### src/hdl/pkt_dma_regs.vh
/*
  Register offsets, field positions, reset values and interrupt bits
  of the packet DMA channel state block.
  Assumes byte addresses on an 8-bit register port, one word each.
*/
`ifndef PKT_DMA_REGS_VH
`define PKT_DMA_REGS_VH

// Register byte offsets
`define OFS_TX_STATE_FOUR   8'h00
`define OFS_TX_STATE_FIVE   8'h04
`define OFS_TX_DONE_PTR     8'h08
`define OFS_RX_STATE_ZERO   8'h0C
`define OFS_IRQ_STATUS      8'h10
`define OFS_IRQ_CLEAR       8'h14
`define OFS_IRQ_ENABLE      8'h18

// State word four fields
`define F_TAG_HI            31
`define F_TAG_LO            24
`define F_BUF_LAST          17
`define F_BUF_FIRST         16
`define F_BUF_LEFT_HI       15
`define F_BUF_LEFT_LO       0

// State word five fields
`define F_CUT_HI            31
`define F_CUT_LO            16
`define F_PKT_LEN_HI        15
`define F_PKT_LEN_LO        0

// Completion pointer fields
`define F_PTR_HI            31
`define F_PTR_LO            2
`define F_UPD_SEL           0

// Receive state word zero
`define F_SKIP_HI           7
`define F_SKIP_LO           0

// Interrupt status bits
`define IRQ_EOP_DONE        0
`define IRQ_CUT             1
`define IRQ_BUF_EMPTY       2
`define IRQ_BITS            3

// Reset values
`define RST_WORD            32'h0000_0000
`define RST_PTR             30'h0000_0000
`define RST_LEN             16'h0000
`define RST_TAG             8'h00
`define RST_SKIP            8'h00
`define RST_IRQ             3'h0

`endif

### src/hdl/byte_down_counter.v
/*
  Loadable down counter that drops by a variable amount and saturates
  at zero, flagging the step that empties it.
  Assumes load and decrement come from logic on the same clock.
*/
`timescale 1ns/1ps
`default_nettype none

module byte_down_counter #(
  parameter W = 16
) (
  // Clock and reset
  input  wire         i_mclk,
  input  wire         i_rst,
  // Control
  input  wire         i_load,
  input  wire [W-1:0] i_load_val,
  input  wire         i_dec,
  input  wire [W-1:0] i_dec_amt,
  // State
  output reg  [W-1:0] o_count,
  output reg          o_emptied
);

  wire at_zero;
  wire runs_out;

  assign at_zero  = (o_count == {W{1'b0}});
  assign runs_out = i_dec && !at_zero && (o_count <= i_dec_amt);

  always @(posedge i_mclk) begin
    if (i_rst) begin
      o_count   <= {W{1'b0}};
      o_emptied <= 1'b0;
    end else begin
      o_emptied <= runs_out && !i_load;
      // A fresh load overrides a decrement in the same cycle
      if (i_load) begin
        o_count <= i_load_val;
      end else if (runs_out) begin
        o_count <= {W{1'b0}};
      end else if (i_dec && !at_zero) begin
        o_count <= o_count - i_dec_amt;
      end
    end
  end

endmodule

`default_nettype wire

### src/hdl/pkt_dma_chan_state.v
/*
  Per-channel state of a descriptor packet DMA: transmit buffer flags
  and counts, remaining length before cut, packet tag, completion
  pointer with its queue interrupt, and receive first-buffer skip.
  Assumes a fetch engine on the same clock supplies descriptor fields
  and transfer sizes, and software uses the plain register port.
  Reserved bits and the write-only clear register read as zero.
  Counters saturate at zero: an oversized transfer empties them
  rather than wrapping round.
*/
`timescale 1ns/1ps
`default_nettype none
`include "pkt_dma_regs.vh"

module pkt_dma_chan_state #(
  parameter AW = 8,
  parameter LW = 16
) (
  // Clock and reset
  input  wire          i_mclk,
  input  wire          i_rst,
  // Register port
  input  wire [AW-1:0] i_addr,
  input  wire [31:0]   i_wdata,
  input  wire          i_wr,
  input  wire          i_rd,
  output reg  [31:0]   o_rdata,
  // Transmit first descriptor fields
  input  wire          i_sop_load,
  input  wire [7:0]    i_sop_tag,
  input  wire [LW-1:0] i_sop_pkt_len,
  // Transmit buffer descriptor fields
  input  wire          i_buf_load,
  input  wire [LW-1:0] i_buf_len,
  input  wire          i_buf_first,
  input  wire          i_buf_last,
  // Transmit data movement
  input  wire          i_xfer,
  input  wire [LW-1:0] i_xfer_bytes,
  // End of packet processing
  input  wire          i_eop_done,
  input  wire [29:0]   i_eop_done_desc_ptr,
  // Receive data
  input  wire          i_rx_sop_start,
  input  wire          i_rx_byte,
  input  wire [7:0]    i_rx_data,
  // Transmit results
  output reg           o_next_desc,
  output reg           o_pkt_cut,
  output reg  [LW-1:0] o_trailer_len,
  output reg  [7:0]    o_rx_tag,
  // Receive results
  output reg           o_rx_store,
  output reg  [7:0]    o_rx_store_data,
  // Interrupts
  output reg           o_txq_irq,
  output reg           o_irq
);

  // Register decode
  wire wr_four;
  wire wr_five;
  wire wr_ptr;
  wire wr_skip;
  wire wr_clr;
  wire wr_en;

  assign wr_four = i_wr && (i_addr == `OFS_TX_STATE_FOUR);
  assign wr_five = i_wr && (i_addr == `OFS_TX_STATE_FIVE);
  assign wr_ptr  = i_wr && (i_addr == `OFS_TX_DONE_PTR);
  assign wr_skip = i_wr && (i_addr == `OFS_RX_STATE_ZERO);
  assign wr_clr  = i_wr && (i_addr == `OFS_IRQ_CLEAR);
  assign wr_en   = i_wr && (i_addr == `OFS_IRQ_ENABLE);

  // Stored state
  reg  [7:0]           packet_tag_byte;
  reg                  buf_is_last;
  reg                  buf_is_first;
  reg  [LW-1:0]        pkt_len;
  reg  [29:0]          done_desc_ptr;
  reg  [7:0]           first_buf_skip;
  reg  [`IRQ_BITS-1:0] irq_status;
  reg  [`IRQ_BITS-1:0] irq_enable;

  // Counter outputs
  wire [LW-1:0]        buf_bytes_left;
  wire                 buf_emptied;
  wire [LW-1:0]        bytes_until_cut;
  wire                 cut_reached;
  wire [7:0]           skip_left;

  // Hardware loads win over software writes in the same cycle
  wire                 buf_cnt_load;
  wire [LW-1:0]        buf_cnt_val;
  wire                 cut_cnt_load;
  wire [LW-1:0]        cut_cnt_val;

  assign buf_cnt_load = i_buf_load || wr_four;
  assign buf_cnt_val  = i_buf_load ? i_buf_len
                                   : i_wdata[`F_BUF_LEFT_HI:`F_BUF_LEFT_LO];
  assign cut_cnt_load = i_sop_load || wr_five;
  assign cut_cnt_val  = i_sop_load ? i_sop_pkt_len
                                   : i_wdata[`F_CUT_HI:`F_CUT_LO];

  // A byte arriving with the first-buffer strobe is that buffer's first
  // byte: it uses up one step of the skip, or is kept when the offset
  // is zero, so the buffer start never loses a byte
  wire                 skip_none;
  wire [7:0]           skip_load_val;
  wire                 rx_keep;

  assign skip_none     = (first_buf_skip == 8'h00);
  assign skip_load_val = (i_rx_byte && !skip_none) ? (first_buf_skip - 8'h01)
                                                   : first_buf_skip;
  assign rx_keep       = i_rx_sop_start ? skip_none : (skip_left == 8'h00);

  // Bytes left in current transmit buffer
  byte_down_counter #(
    .W          (LW)
  ) u_buf_cnt (
    .i_mclk     (i_mclk),
    .i_rst      (i_rst),
    .i_load     (buf_cnt_load),
    .i_load_val (buf_cnt_val),
    .i_dec      (i_xfer),
    .i_dec_amt  (i_xfer_bytes),
    .o_count    (buf_bytes_left),
    .o_emptied  (buf_emptied)
  );

  // Bytes allowed before the packet is cut
  byte_down_counter #(
    .W          (LW)
  ) u_cut_cnt (
    .i_mclk     (i_mclk),
    .i_rst      (i_rst),
    .i_load     (cut_cnt_load),
    .i_load_val (cut_cnt_val),
    .i_dec      (i_xfer),
    .i_dec_amt  (i_xfer_bytes),
    .o_count    (bytes_until_cut),
    .o_emptied  (cut_reached)
  );

  // Receive skip: one byte per step, reloaded at every first buffer
  byte_down_counter #(
    .W          (8)
  ) u_skip_cnt (
    .i_mclk     (i_mclk),
    .i_rst      (i_rst),
    .i_load     (i_rx_sop_start),
    .i_load_val (skip_load_val),
    .i_dec      (i_rx_byte),
    .i_dec_amt  (8'h01),
    .o_count    (skip_left),
    .o_emptied  ()
  );

  // Tag, flags and packet length
  always @(posedge i_mclk) begin
    if (i_rst) begin
      packet_tag_byte <= `RST_TAG;
      buf_is_last     <= 1'b0;
      buf_is_first    <= 1'b0;
      pkt_len         <= `RST_LEN;
    end else begin
      if (i_sop_load) begin
        packet_tag_byte <= i_sop_tag;
        pkt_len         <= i_sop_pkt_len;
      end else begin
        if (wr_four) begin
          packet_tag_byte <= i_wdata[`F_TAG_HI:`F_TAG_LO];
        end
        if (wr_five) begin
          pkt_len <= i_wdata[`F_PKT_LEN_HI:`F_PKT_LEN_LO];
        end
      end
      if (i_buf_load) begin
        buf_is_last  <= i_buf_last;
        buf_is_first <= i_buf_first;
      end else if (wr_four) begin
        buf_is_last  <= i_wdata[`F_BUF_LAST];
        buf_is_first <= i_wdata[`F_BUF_FIRST];
      end
    end
  end

  // Completion pointer and queue interrupt
  wire ptr_match;
  wire txq_set;
  wire txq_clr;

  // A compare against a stale address leaves the interrupt up
  assign ptr_match = (i_wdata[`F_PTR_HI:`F_PTR_LO] == done_desc_ptr);
  assign txq_set   = i_eop_done || (wr_ptr && i_wdata[`F_UPD_SEL]);
  assign txq_clr   = wr_ptr && !i_wdata[`F_UPD_SEL] && ptr_match;

  always @(posedge i_mclk) begin
    if (i_rst) begin
      done_desc_ptr <= `RST_PTR;
      o_txq_irq     <= 1'b0;
    end else begin
      // Engine's own update beats a software writeback in the same cycle
      if (i_eop_done) begin
        done_desc_ptr <= i_eop_done_desc_ptr;
      end else if (wr_ptr && i_wdata[`F_UPD_SEL]) begin
        done_desc_ptr <= i_wdata[`F_PTR_HI:`F_PTR_LO];
      end
      // Set wins so a completion racing the acknowledge is not lost
      if (txq_set) begin
        o_txq_irq <= 1'b1;
      end else if (txq_clr) begin
        o_txq_irq <= 1'b0;
      end
    end
  end

  // Receive skip offset, set up by software before the channel runs
  always @(posedge i_mclk) begin
    if (i_rst) begin
      first_buf_skip <= `RST_SKIP;
    end else if (wr_skip) begin
      first_buf_skip <= i_wdata[`F_SKIP_HI:`F_SKIP_LO];
    end
  end

  // Receive bytes pass only after the skip has run out
  always @(posedge i_mclk) begin
    if (i_rst) begin
      o_rx_store      <= 1'b0;
      o_rx_store_data <= 8'h00;
    end else begin
      o_rx_store      <= i_rx_byte && rx_keep;
      o_rx_store_data <= i_rx_data;
    end
  end

  // Transmit result strobes and held values
  always @(posedge i_mclk) begin
    if (i_rst) begin
      o_next_desc   <= 1'b0;
      o_pkt_cut     <= 1'b0;
      o_trailer_len <= `RST_LEN;
      o_rx_tag      <= `RST_TAG;
    end else begin
      o_next_desc   <= buf_emptied;
      o_pkt_cut     <= cut_reached;
      o_trailer_len <= pkt_len;
      o_rx_tag      <= packet_tag_byte;
    end
  end

  // Sticky event status, enable and the shared interrupt line
  wire [`IRQ_BITS-1:0] irq_events;
  wire [`IRQ_BITS-1:0] next_status;
  wire [`IRQ_BITS-1:0] next_enable;

  assign irq_events  = {buf_emptied, cut_reached, i_eop_done};
  assign next_status = (irq_status & ~(wr_clr ? i_wdata[`IRQ_BITS-1:0]
                                              : `RST_IRQ)) | irq_events;
  // An enable written this cycle counts at once
  assign next_enable = wr_en ? i_wdata[`IRQ_BITS-1:0] : irq_enable;

  always @(posedge i_mclk) begin
    if (i_rst) begin
      irq_status <= `RST_IRQ;
      irq_enable <= `RST_IRQ;
      o_irq      <= 1'b0;
    end else begin
      irq_status <= next_status;
      if (wr_en) begin
        irq_enable <= i_wdata[`IRQ_BITS-1:0];
      end
      // Built from next values so the flop follows status with no lag
      o_irq <= |(next_status & next_enable);
    end
  end

  // Read data, valid only in the cycle after the strobe
  reg [31:0] rd_mux;

  always @* begin
    rd_mux = 32'h0000_0000;
    case (i_addr)
      `OFS_TX_STATE_FOUR: begin
        rd_mux[`F_TAG_HI:`F_TAG_LO]         = packet_tag_byte;
        rd_mux[`F_BUF_LAST]                 = buf_is_last;
        rd_mux[`F_BUF_FIRST]                = buf_is_first;
        rd_mux[`F_BUF_LEFT_HI:`F_BUF_LEFT_LO] = buf_bytes_left;
      end
      `OFS_TX_STATE_FIVE: begin
        rd_mux[`F_CUT_HI:`F_CUT_LO]         = bytes_until_cut;
        rd_mux[`F_PKT_LEN_HI:`F_PKT_LEN_LO] = pkt_len;
      end
      `OFS_TX_DONE_PTR: begin
        // Mode select and bit 1 always read as zero
        rd_mux[`F_PTR_HI:`F_PTR_LO]         = done_desc_ptr;
      end
      `OFS_RX_STATE_ZERO: begin
        rd_mux[`F_SKIP_HI:`F_SKIP_LO]       = first_buf_skip;
      end
      `OFS_IRQ_STATUS: begin
        rd_mux[`IRQ_BITS-1:0]               = irq_status;
      end
      `OFS_IRQ_ENABLE: begin
        rd_mux[`IRQ_BITS-1:0]               = irq_enable;
      end
      default: begin
        rd_mux = 32'h0000_0000;
      end
    endcase
  end

  always @(posedge i_mclk) begin
    if (i_rst) begin
      o_rdata <= `RST_WORD;
    end else if (i_rd) begin
      o_rdata <= rd_mux;
    end else begin
      o_rdata <= `RST_WORD;
    end
  end

endmodule

`default_nettype wire

### config.mk
export PLATFORM = sky130hd
export DESIGN_NAME = pkt_dma_chan_state
export DESIGN_NICKNAME = d
export VERILOG_FILES = /design/src/hdl/byte_down_counter.v /design/src/hdl/pkt_dma_chan_state.v
export VERILOG_INCLUDE_DIRS = /design/src /design/src/hdl
export SDC_FILE = /design/constraint.sdc
export NUM_CORES = 1
export LEC_CHECK = 0
export CORE_MARGIN = 2
export CORE_UTILIZATION = 55
export DETAILED_ROUTE_END_ITERATION = 7
export DONT_BUFFER_PORTS = 1
export HOLD_SLACK_MARGIN = 0.1
export MAX_ROUTING_LAYER = met4
export PLACE_DENSITY_LB_ADDON = 0.25
export RECOVER_POWER = 100
export SETUP_SLACK_MARGIN = 0.02
export SLEW_MARGIN = 20
export SYNTH_ARGS = -nofsm -noshare
export SYNTH_HDL_FRONTEND = slang
export SYNTH_SLANG_ARGS = --single-unit
### constraint.sdc
create_clock -name i_mclk -period 5.9 [get_ports i_mclk]
set_input_delay 1.18 -clock i_mclk [delete_from_list [all_inputs] [get_ports i_mclk]]
set_output_delay 1.18 -clock i_mclk [all_outputs]
set_load 0.01 [all_outputs]
==> key figures, run 1 <==
Run status
  – Status: complete, but fails checks
  – Failing checks: max-capacitance violations, max-slew violations

Detailed routing
  – Via Count: 8,858
  – Routed WL: 31,300 um
  – DR pass1 iterations: 5
  – Max Used Layer: met4
  – Residual DRC: 0
  – Wire per inst: 22.5 um
  – Met2 wire len: 13,900 um
  – ANT nets after route: 0
  – 1st-iter DRT viols: 1,058
  – WL met1: 13,000 um
  – DR vias/cell: 6.38
  – Met3 wire len: 3280 um

Synthesis
  – FF+latch count, synth: 181
  – Commonest cells post-synth: nor2_1 (191), dfxtp_1 (181), a21oi_1 (106)
  – Avg Cell Area, Syn: 8.24 um2
  – Library cells used by synthesis: 66
  – Post-synth top flop: dfxtp_1
  – Post-synth top area share: 0.366
  – Syn. warnings: 0
  – Synth top area cells: dfxtp_1 (37%), nor2_1 (7.2%), mux2i_1 (6.2%)
  – Most frequent cell after synthesis: nor2_1
  – Number of synthesized flops with an enable pin: 0
  – Syn nets: 1,386
  – Post-synthesis sequential area ratio: 0.366
  – Synthesized area: 9900 um2
  – Yosys top cell by area: dfxtp_1
  – Mapped Cells: 1,201
  – Post-synth ARST share: 0

Power
  – Logic pwr share: 0.156
  – Total power: 3.03 mW
  – Switch share: 0.282
  – Peak VDD IR: 0.337 mV
  – Leak: 4.21 nW
  – Sw power: 0.855 mW
  – PD cells: 290 nW/um2
  – Clock power share: 0.396
  – Flop pwr share: 0.448
  – Cell internal pwr: 2.18 mW

Clock tree
  – Hold Buf Count CTS: 0
  – Clock latency on the worst-skew pair: 440 ps
  – CTS Sinks: 181
  – Post-cts sizing count: 0
  – CTS tree: built
  – H-tree lvl count: 4
  – Root Buffer: clkbuf_16
  – Post-CTS setup buffers: 0
  – Clock-pin transition on the worst setup and hold timing paths: 70 ps
  – CTS Buffer Depth: 2
  – Total CTS buffers: 17

Cells and area
  – Design Area, Final: 10,500 um2
  – Net total in the final layout: 1,332
  – Layout cells sized above 1: 0.0448
  – Layout area overhead: 5.70%
  – Antenna diodes: 0
  – Final std cells w/o fill: 1,389

Floorplan
  – Die area: 19,100 um2
  – Row count: 49
  – Initial core utilization: 0.555
  – Core Box Area: 17,800 um2
  – Width of the die: 138 um
  – Top Ports: 215
  – Die Span Y: 138 um

Worst setup path
  – Worst path bufs/invs: 0
  – Top delay family on crit path: compound AO/OA/AOI/OAI gates
  – CP max stage delay: 1620 ps
  – Req. time, crit path: 6230 ps
  – Startpoint types: input pin
  – CP arrival: 4410 ps
  – CP Max Fanout: 61
  – CP Capture Type: flop
  – Crit Path Class: input pin to flop
  – Slowest-stage cell, CP: a41o_1
  – Cells along the critical path: nor4_1, and2_0, a41o_1, nor2_1, a211oi_1

Timing
  – Post-layout minimum cycle time: 4080 ps
  – Pins over their slew limit: 77
  – Setup TNS: 0 ps
  – Tightest Pin Transition: 2010 ps
  – Tcrit/Tclk final: 0.691
  – Final setup vio count: 0
  – Max Freq: 245 MHz
  – Worst Skew: 12.6 ps
  – RSZ-0062 raised after global routing: false
  – Slew Limit Headroom: -0.340
  – Fin. Hold Viols: 0

Place
  – Placed insts: 1,357
  – Post-DP Area: 9890 um2
  – Port Buffer Count: 0
  – Dpl hpwl: 23,800 um
  – GPL Wtd Cong: 0.934

Global route
  – Overall Global Routing Usage: 0.327
  – First-pass GRT wire length: 47,500 um
  – Initial antenna violation count: 0
  – Vias in the first global route: 8,254
  – Largest net degree at the start of global routing: 152
  – Aggregate global routing overflow: 0

Job
  – Max-Cap Viols: 2

Hold path
  – Worst Hold Class: flop to flop
[registers in the layout, summed over array words and instances (netlist names), 3 cells and up]
register / cells
irq_status: 3
u_cut_cnt.o_count: 16
o_rdata: 32
o_trailer_len: 16
done_desc_ptr: 30
o_rx_store_data: 8
packet_tag_byte: 8
o_rx_tag: 8
u_buf_cnt.o_count: 16
u_skip_cnt.o_count: 8
pkt_len: 16
first_buf_skip: 8
irq_enable: 3
[cell usage in the layout, fill, tap and decap left out, types with 16 or more instances in the layout]
master	synthesis	layout
nor2_1	191	191
dfxtp_1	181	181
a21oi_1	106	107
nand2_1	90	90
mux2i_1	61	61
nor2b_1	44	43
a211oi_1	38	38
o21ai_0	37	37
ha_1	37	37
inv_1	33	33
xor2_1	31	31
a22oi_1	29	29
xnor2_1	28	28
a221oi_1	22	25
nor4_1	20	22
clkbuf_16	0	17
nand4_1	16	16
a21o_1	16	16
[final cells by class]
cell class | instances | area (um2)
inverters | 34 | 128
flip-flops and latches | 181 | 3620
repair buffers | 2 | 15.0
fillers | 1603 | 7370
well taps | 229 | 287
clock inverters | 13 | 186
multi-input cells | 911 | 5790
clock buffers | 19 | 433
[power by group through the flow]
stage | Sequential, mW | Clock [mW] | Combinational (mW)
finish | 1.36 | 1.20 | 0.473
global route | 1.36 | 1.25 | 0.529
CTS | 1.36 | 1.20 | 0.471
detailed placement | 1.38 | 0 | 0.468
global placement | 1.38 | 0 | 0.466
floorplan | 1.36 | 0 | 0.416
[metal layers]
metal	GRT usage	vias to the layer above
met2	0.486	474
met1	0.438	4114
met4	0.127	0
met3	0.0703	79
li1	-	4191
met5	-	-
[worst min-delay path, cell delays in order (launching register included)]
cell and delay, ps:
dfxtp_1 330, nand2_1 60, a21oi_1 50
[through the flow]
stage / setup WS [ps] / hold WS [ps] / util
after floorplan: 2540 / 436 / -
final: 1820 / 480 / 0.587
after detailed placement: 2230 / 467 / 0.555
after CTS: 2650 / 477 / 0.589
after global placement: 2230 / 466 / 0.555
after global routing: 1470 / 496 / 0.587
[path summary, 6_finish.rpt]
kind                         start               endpoint  slack (ps)  cells past startpoint
max                      i_addr[5]      done_desc_ptr[28]        1820                      5
min          u_skip_cnt.o_count[7]  u_skip_cnt.o_count[7]         480                      2
max reg2reg   u_buf_cnt.o_count[0]  u_buf_cnt.o_count[14]        2490                     11
min reg2reg  u_skip_cnt.o_count[7]  u_skip_cnt.o_count[7]         480                      2
[logic make-up after synthesis]
logic type      count (synthesis)  share of synthesized area
compound gates                316                      0.213
xor+xnor                       59                     0.0522
fa+ha+maj                      39                     0.0508
buf+inv                       109                     0.0445
flops                         181                      0.366
mux                            70                     0.0719
simple gates                  427                      0.202
Note: power is estimated with default switching activity, not from simulation.
==> inputs of run 2 (changes only) <==
clock period = 3.7 ns   (was 5.9 ns; I/O delays follow)
==> run 2 against run 1 <==
Effect of this change:
- the flow now finishes without violations
- wire length shrank 0.25%
- critical path depth is 2 higher
- via count rose by 0.25%
- sequential share of layout area fell by 0.16 points
- hold slack worse by 97 ps
- clock power is 64% higher
- largest power group unchanged
==> key figures, run 2 (synthesis results as in run 1) <==
Run status
  – Status: finished, final reports clean

Detailed routing
  – ANT nets after route: 0
  – Routed WL: 31,200 um
  – DR pass1 iterations: 8
  – 1st-iter DRT viols: 1,071
  – Via Count: 8,880
  – DR vias/cell: 6.37
  – Wire per inst: 22.4 um
  – Residual DRC: 0

Floorplan
  – Core Box Area: 17,800 um2
  – Die Span Y: 138 um
  – Width of the die: 138 um
  – Die area: 19,100 um2
  – Row count: 49
  – Top Ports: 215
  – Initial core utilization: 0.555

Worst setup path
  – CP arrival: 3500 ps
  – CP max stage delay: 830 ps
  – Top cell by count, worst path: nor2_1
  – CP Max Fanout: 16
  – Req. time, crit path: 4070 ps
  – Crit Path Class: input pin to flop
  – Slowest-stage cell, CP: nor4_1
  – Startpoint types: input pin
  – Cells along the critical path: nor4_1, and4_1, clkbuf_1, a221oi_1, nor2_1, a21oi_1, nor2_1
  – CP Capture Type: flop

Power
  – Clock power share: 0.404
  – Cell internal pwr: 3.53 mW
  – PD cells: 465 nW/um2
  – Flop pwr share: 0.443
  – Logic pwr share: 0.153
  – Switch share: 0.278
  – Leak: 4.24 nW
  – Sw power: 1.36 mW
  – Peak VDD IR: 0.348 mV

Clock tree
  – Post-cts sizing count: 0
  – Clock latency on the worst-skew pair: 430 ps
  – CTS Buffer Depth: 2
  – Root Buffer: clkbuf_16
  – CTS tree: built
  – Total CTS buffers: 17
  – Clock-pin transition on the worst setup and hold timing paths: 70 ps
  – H-tree lvl count: 4
  – Hold Buf Count CTS: 0
  – Post-CTS setup buffers: 0
  – CTS Sinks: 181

Timing
  – RSZ-0062 raised after global routing: false
  – Fin. Hold Viols: 0
  – Tcrit/Tclk final: 0.846
  – Setup TNS: 0 ps
  – Max Freq: 320 MHz
  – Post-layout minimum cycle time: 3130 ps
  – Final setup vio count: 0
  – Slew Limit Headroom: 0.308
  – Tightest Pin Transition: 1040 ps
  – Pins over their slew limit: 0
  – Worst Skew: 11.9 ps

Place
  – GPL Wtd Cong: 0.984
  – Dpl hpwl: 23,700 um
  – Placed insts: 1,363
  – Port Buffer Count: 0

Global route
  – First-pass GRT wire length: 47,000 um
  – Vias in the first global route: 8,084
  – Aggregate global routing overflow: 0
  – Overall Global Routing Usage: 0.324
  – Largest net degree at the start of global routing: 152
  – Initial antenna violation count: 0

Cells and area
  – Antenna diodes: 0
  – Net total in the final layout: 1,338
  – Largest Register: o_rdata
  – Max reg flops: 32
  – Most frequent cells in the layout: nor2_1 (191), dfxtp_1 (181), a21oi_1 (107), nand2_1 (90), mux2i_1 (61)
  – Layout area overhead: 6.19%
  – Most common cell after layout, fill and taps aside: nor2_1
  – Final std cells w/o fill: 1,394
  – Final core occ: 0.589
  – Layout cells sized above 1: 0.0455
  – Largest regs: o_rdata x32, done_desc_ptr x30

Hold path
  – Worst Hold Class: input pin to flop

Job
  – Max-Cap Viols: 0
run 2: changes by cell type in the layout (fill, tap and decap cells not counted), sizes merged:
cell and delta:
buf +3, clkinv +2, bufinv +1, clkbuf +1, clkinvlp -1, inv -1
run 2: layout make-up:
type                            instances  area (um2)
Fill cell                            1658        7330
Clock inverter                         14         213
Multi-Input combinational cell        911        5780
Clock buffer                           17         425
Inverter                               34         128
Sequential cell                       181        3620
Timing Repair Buffer                    8        61.3
Tap cell                              229         287
run 2: worst paths after layout:
| check | from | endpoint | slack [ps] | cells after the start |
|---|---|---|---|---|
| worst max-delay path | i_addr[5] | u_cut_cnt.o_count[10] | 570 | 7 |
| worst min-delay path | i_rst | o_rx_tag[6] | 380 | 1 |
| worst max register to register | u_cut_cnt.o_count[0] | u_cut_cnt.o_count[0] | 760 | 11 |
| worst min register to register | packet_tag_byte[6] | o_rx_tag[6] | 480 | 1 |
run 2: routing by layer:
layer	GRT usage	routed length, um	part of all wire
met5	-	0	0
met4	0.135	1190	0.038
met3	0.0648	3230	0.10
met2	0.479	13800	0.44
met1	0.434	13100	0.42
run 2: per-stage QoR:
step / instance area, um2 / worst slack [ps] / hold slack, ps / total power [mW]
6_report: 10500 / 571 / 382 / 4.89
5_1_grt: 10500 / 469 / 363 / 5.08
3_5_place_dp: 9950 / 594 / 468 / 2.95
3_3_place_gp: 9950 / 682 / 462 / 2.95
2_1_floorplan: 9900 / 779 / 436 / 2.83
4_1_cts: 10600 / 904 / 365 / 4.90
run 2: worst max-delay path, delay by kind of cell:
| kind | cells | cell delay [ps] |
|---|---|---|
| compound gates | 2 | 260 |
| buf+inv | 1 | 650 |
| simple gates | 4 | 1840 |
run 2: power by group through the flow:
stage	sequential, mW	combinational (mW)	clock, mW
floorplan	2.16	0.664	0
global placement	2.21	0.743	0
detailed placement	2.21	0.747	0
CTS	2.16	0.752	1.99
global route	2.18	0.832	2.07
finish	2.17	0.748	1.97
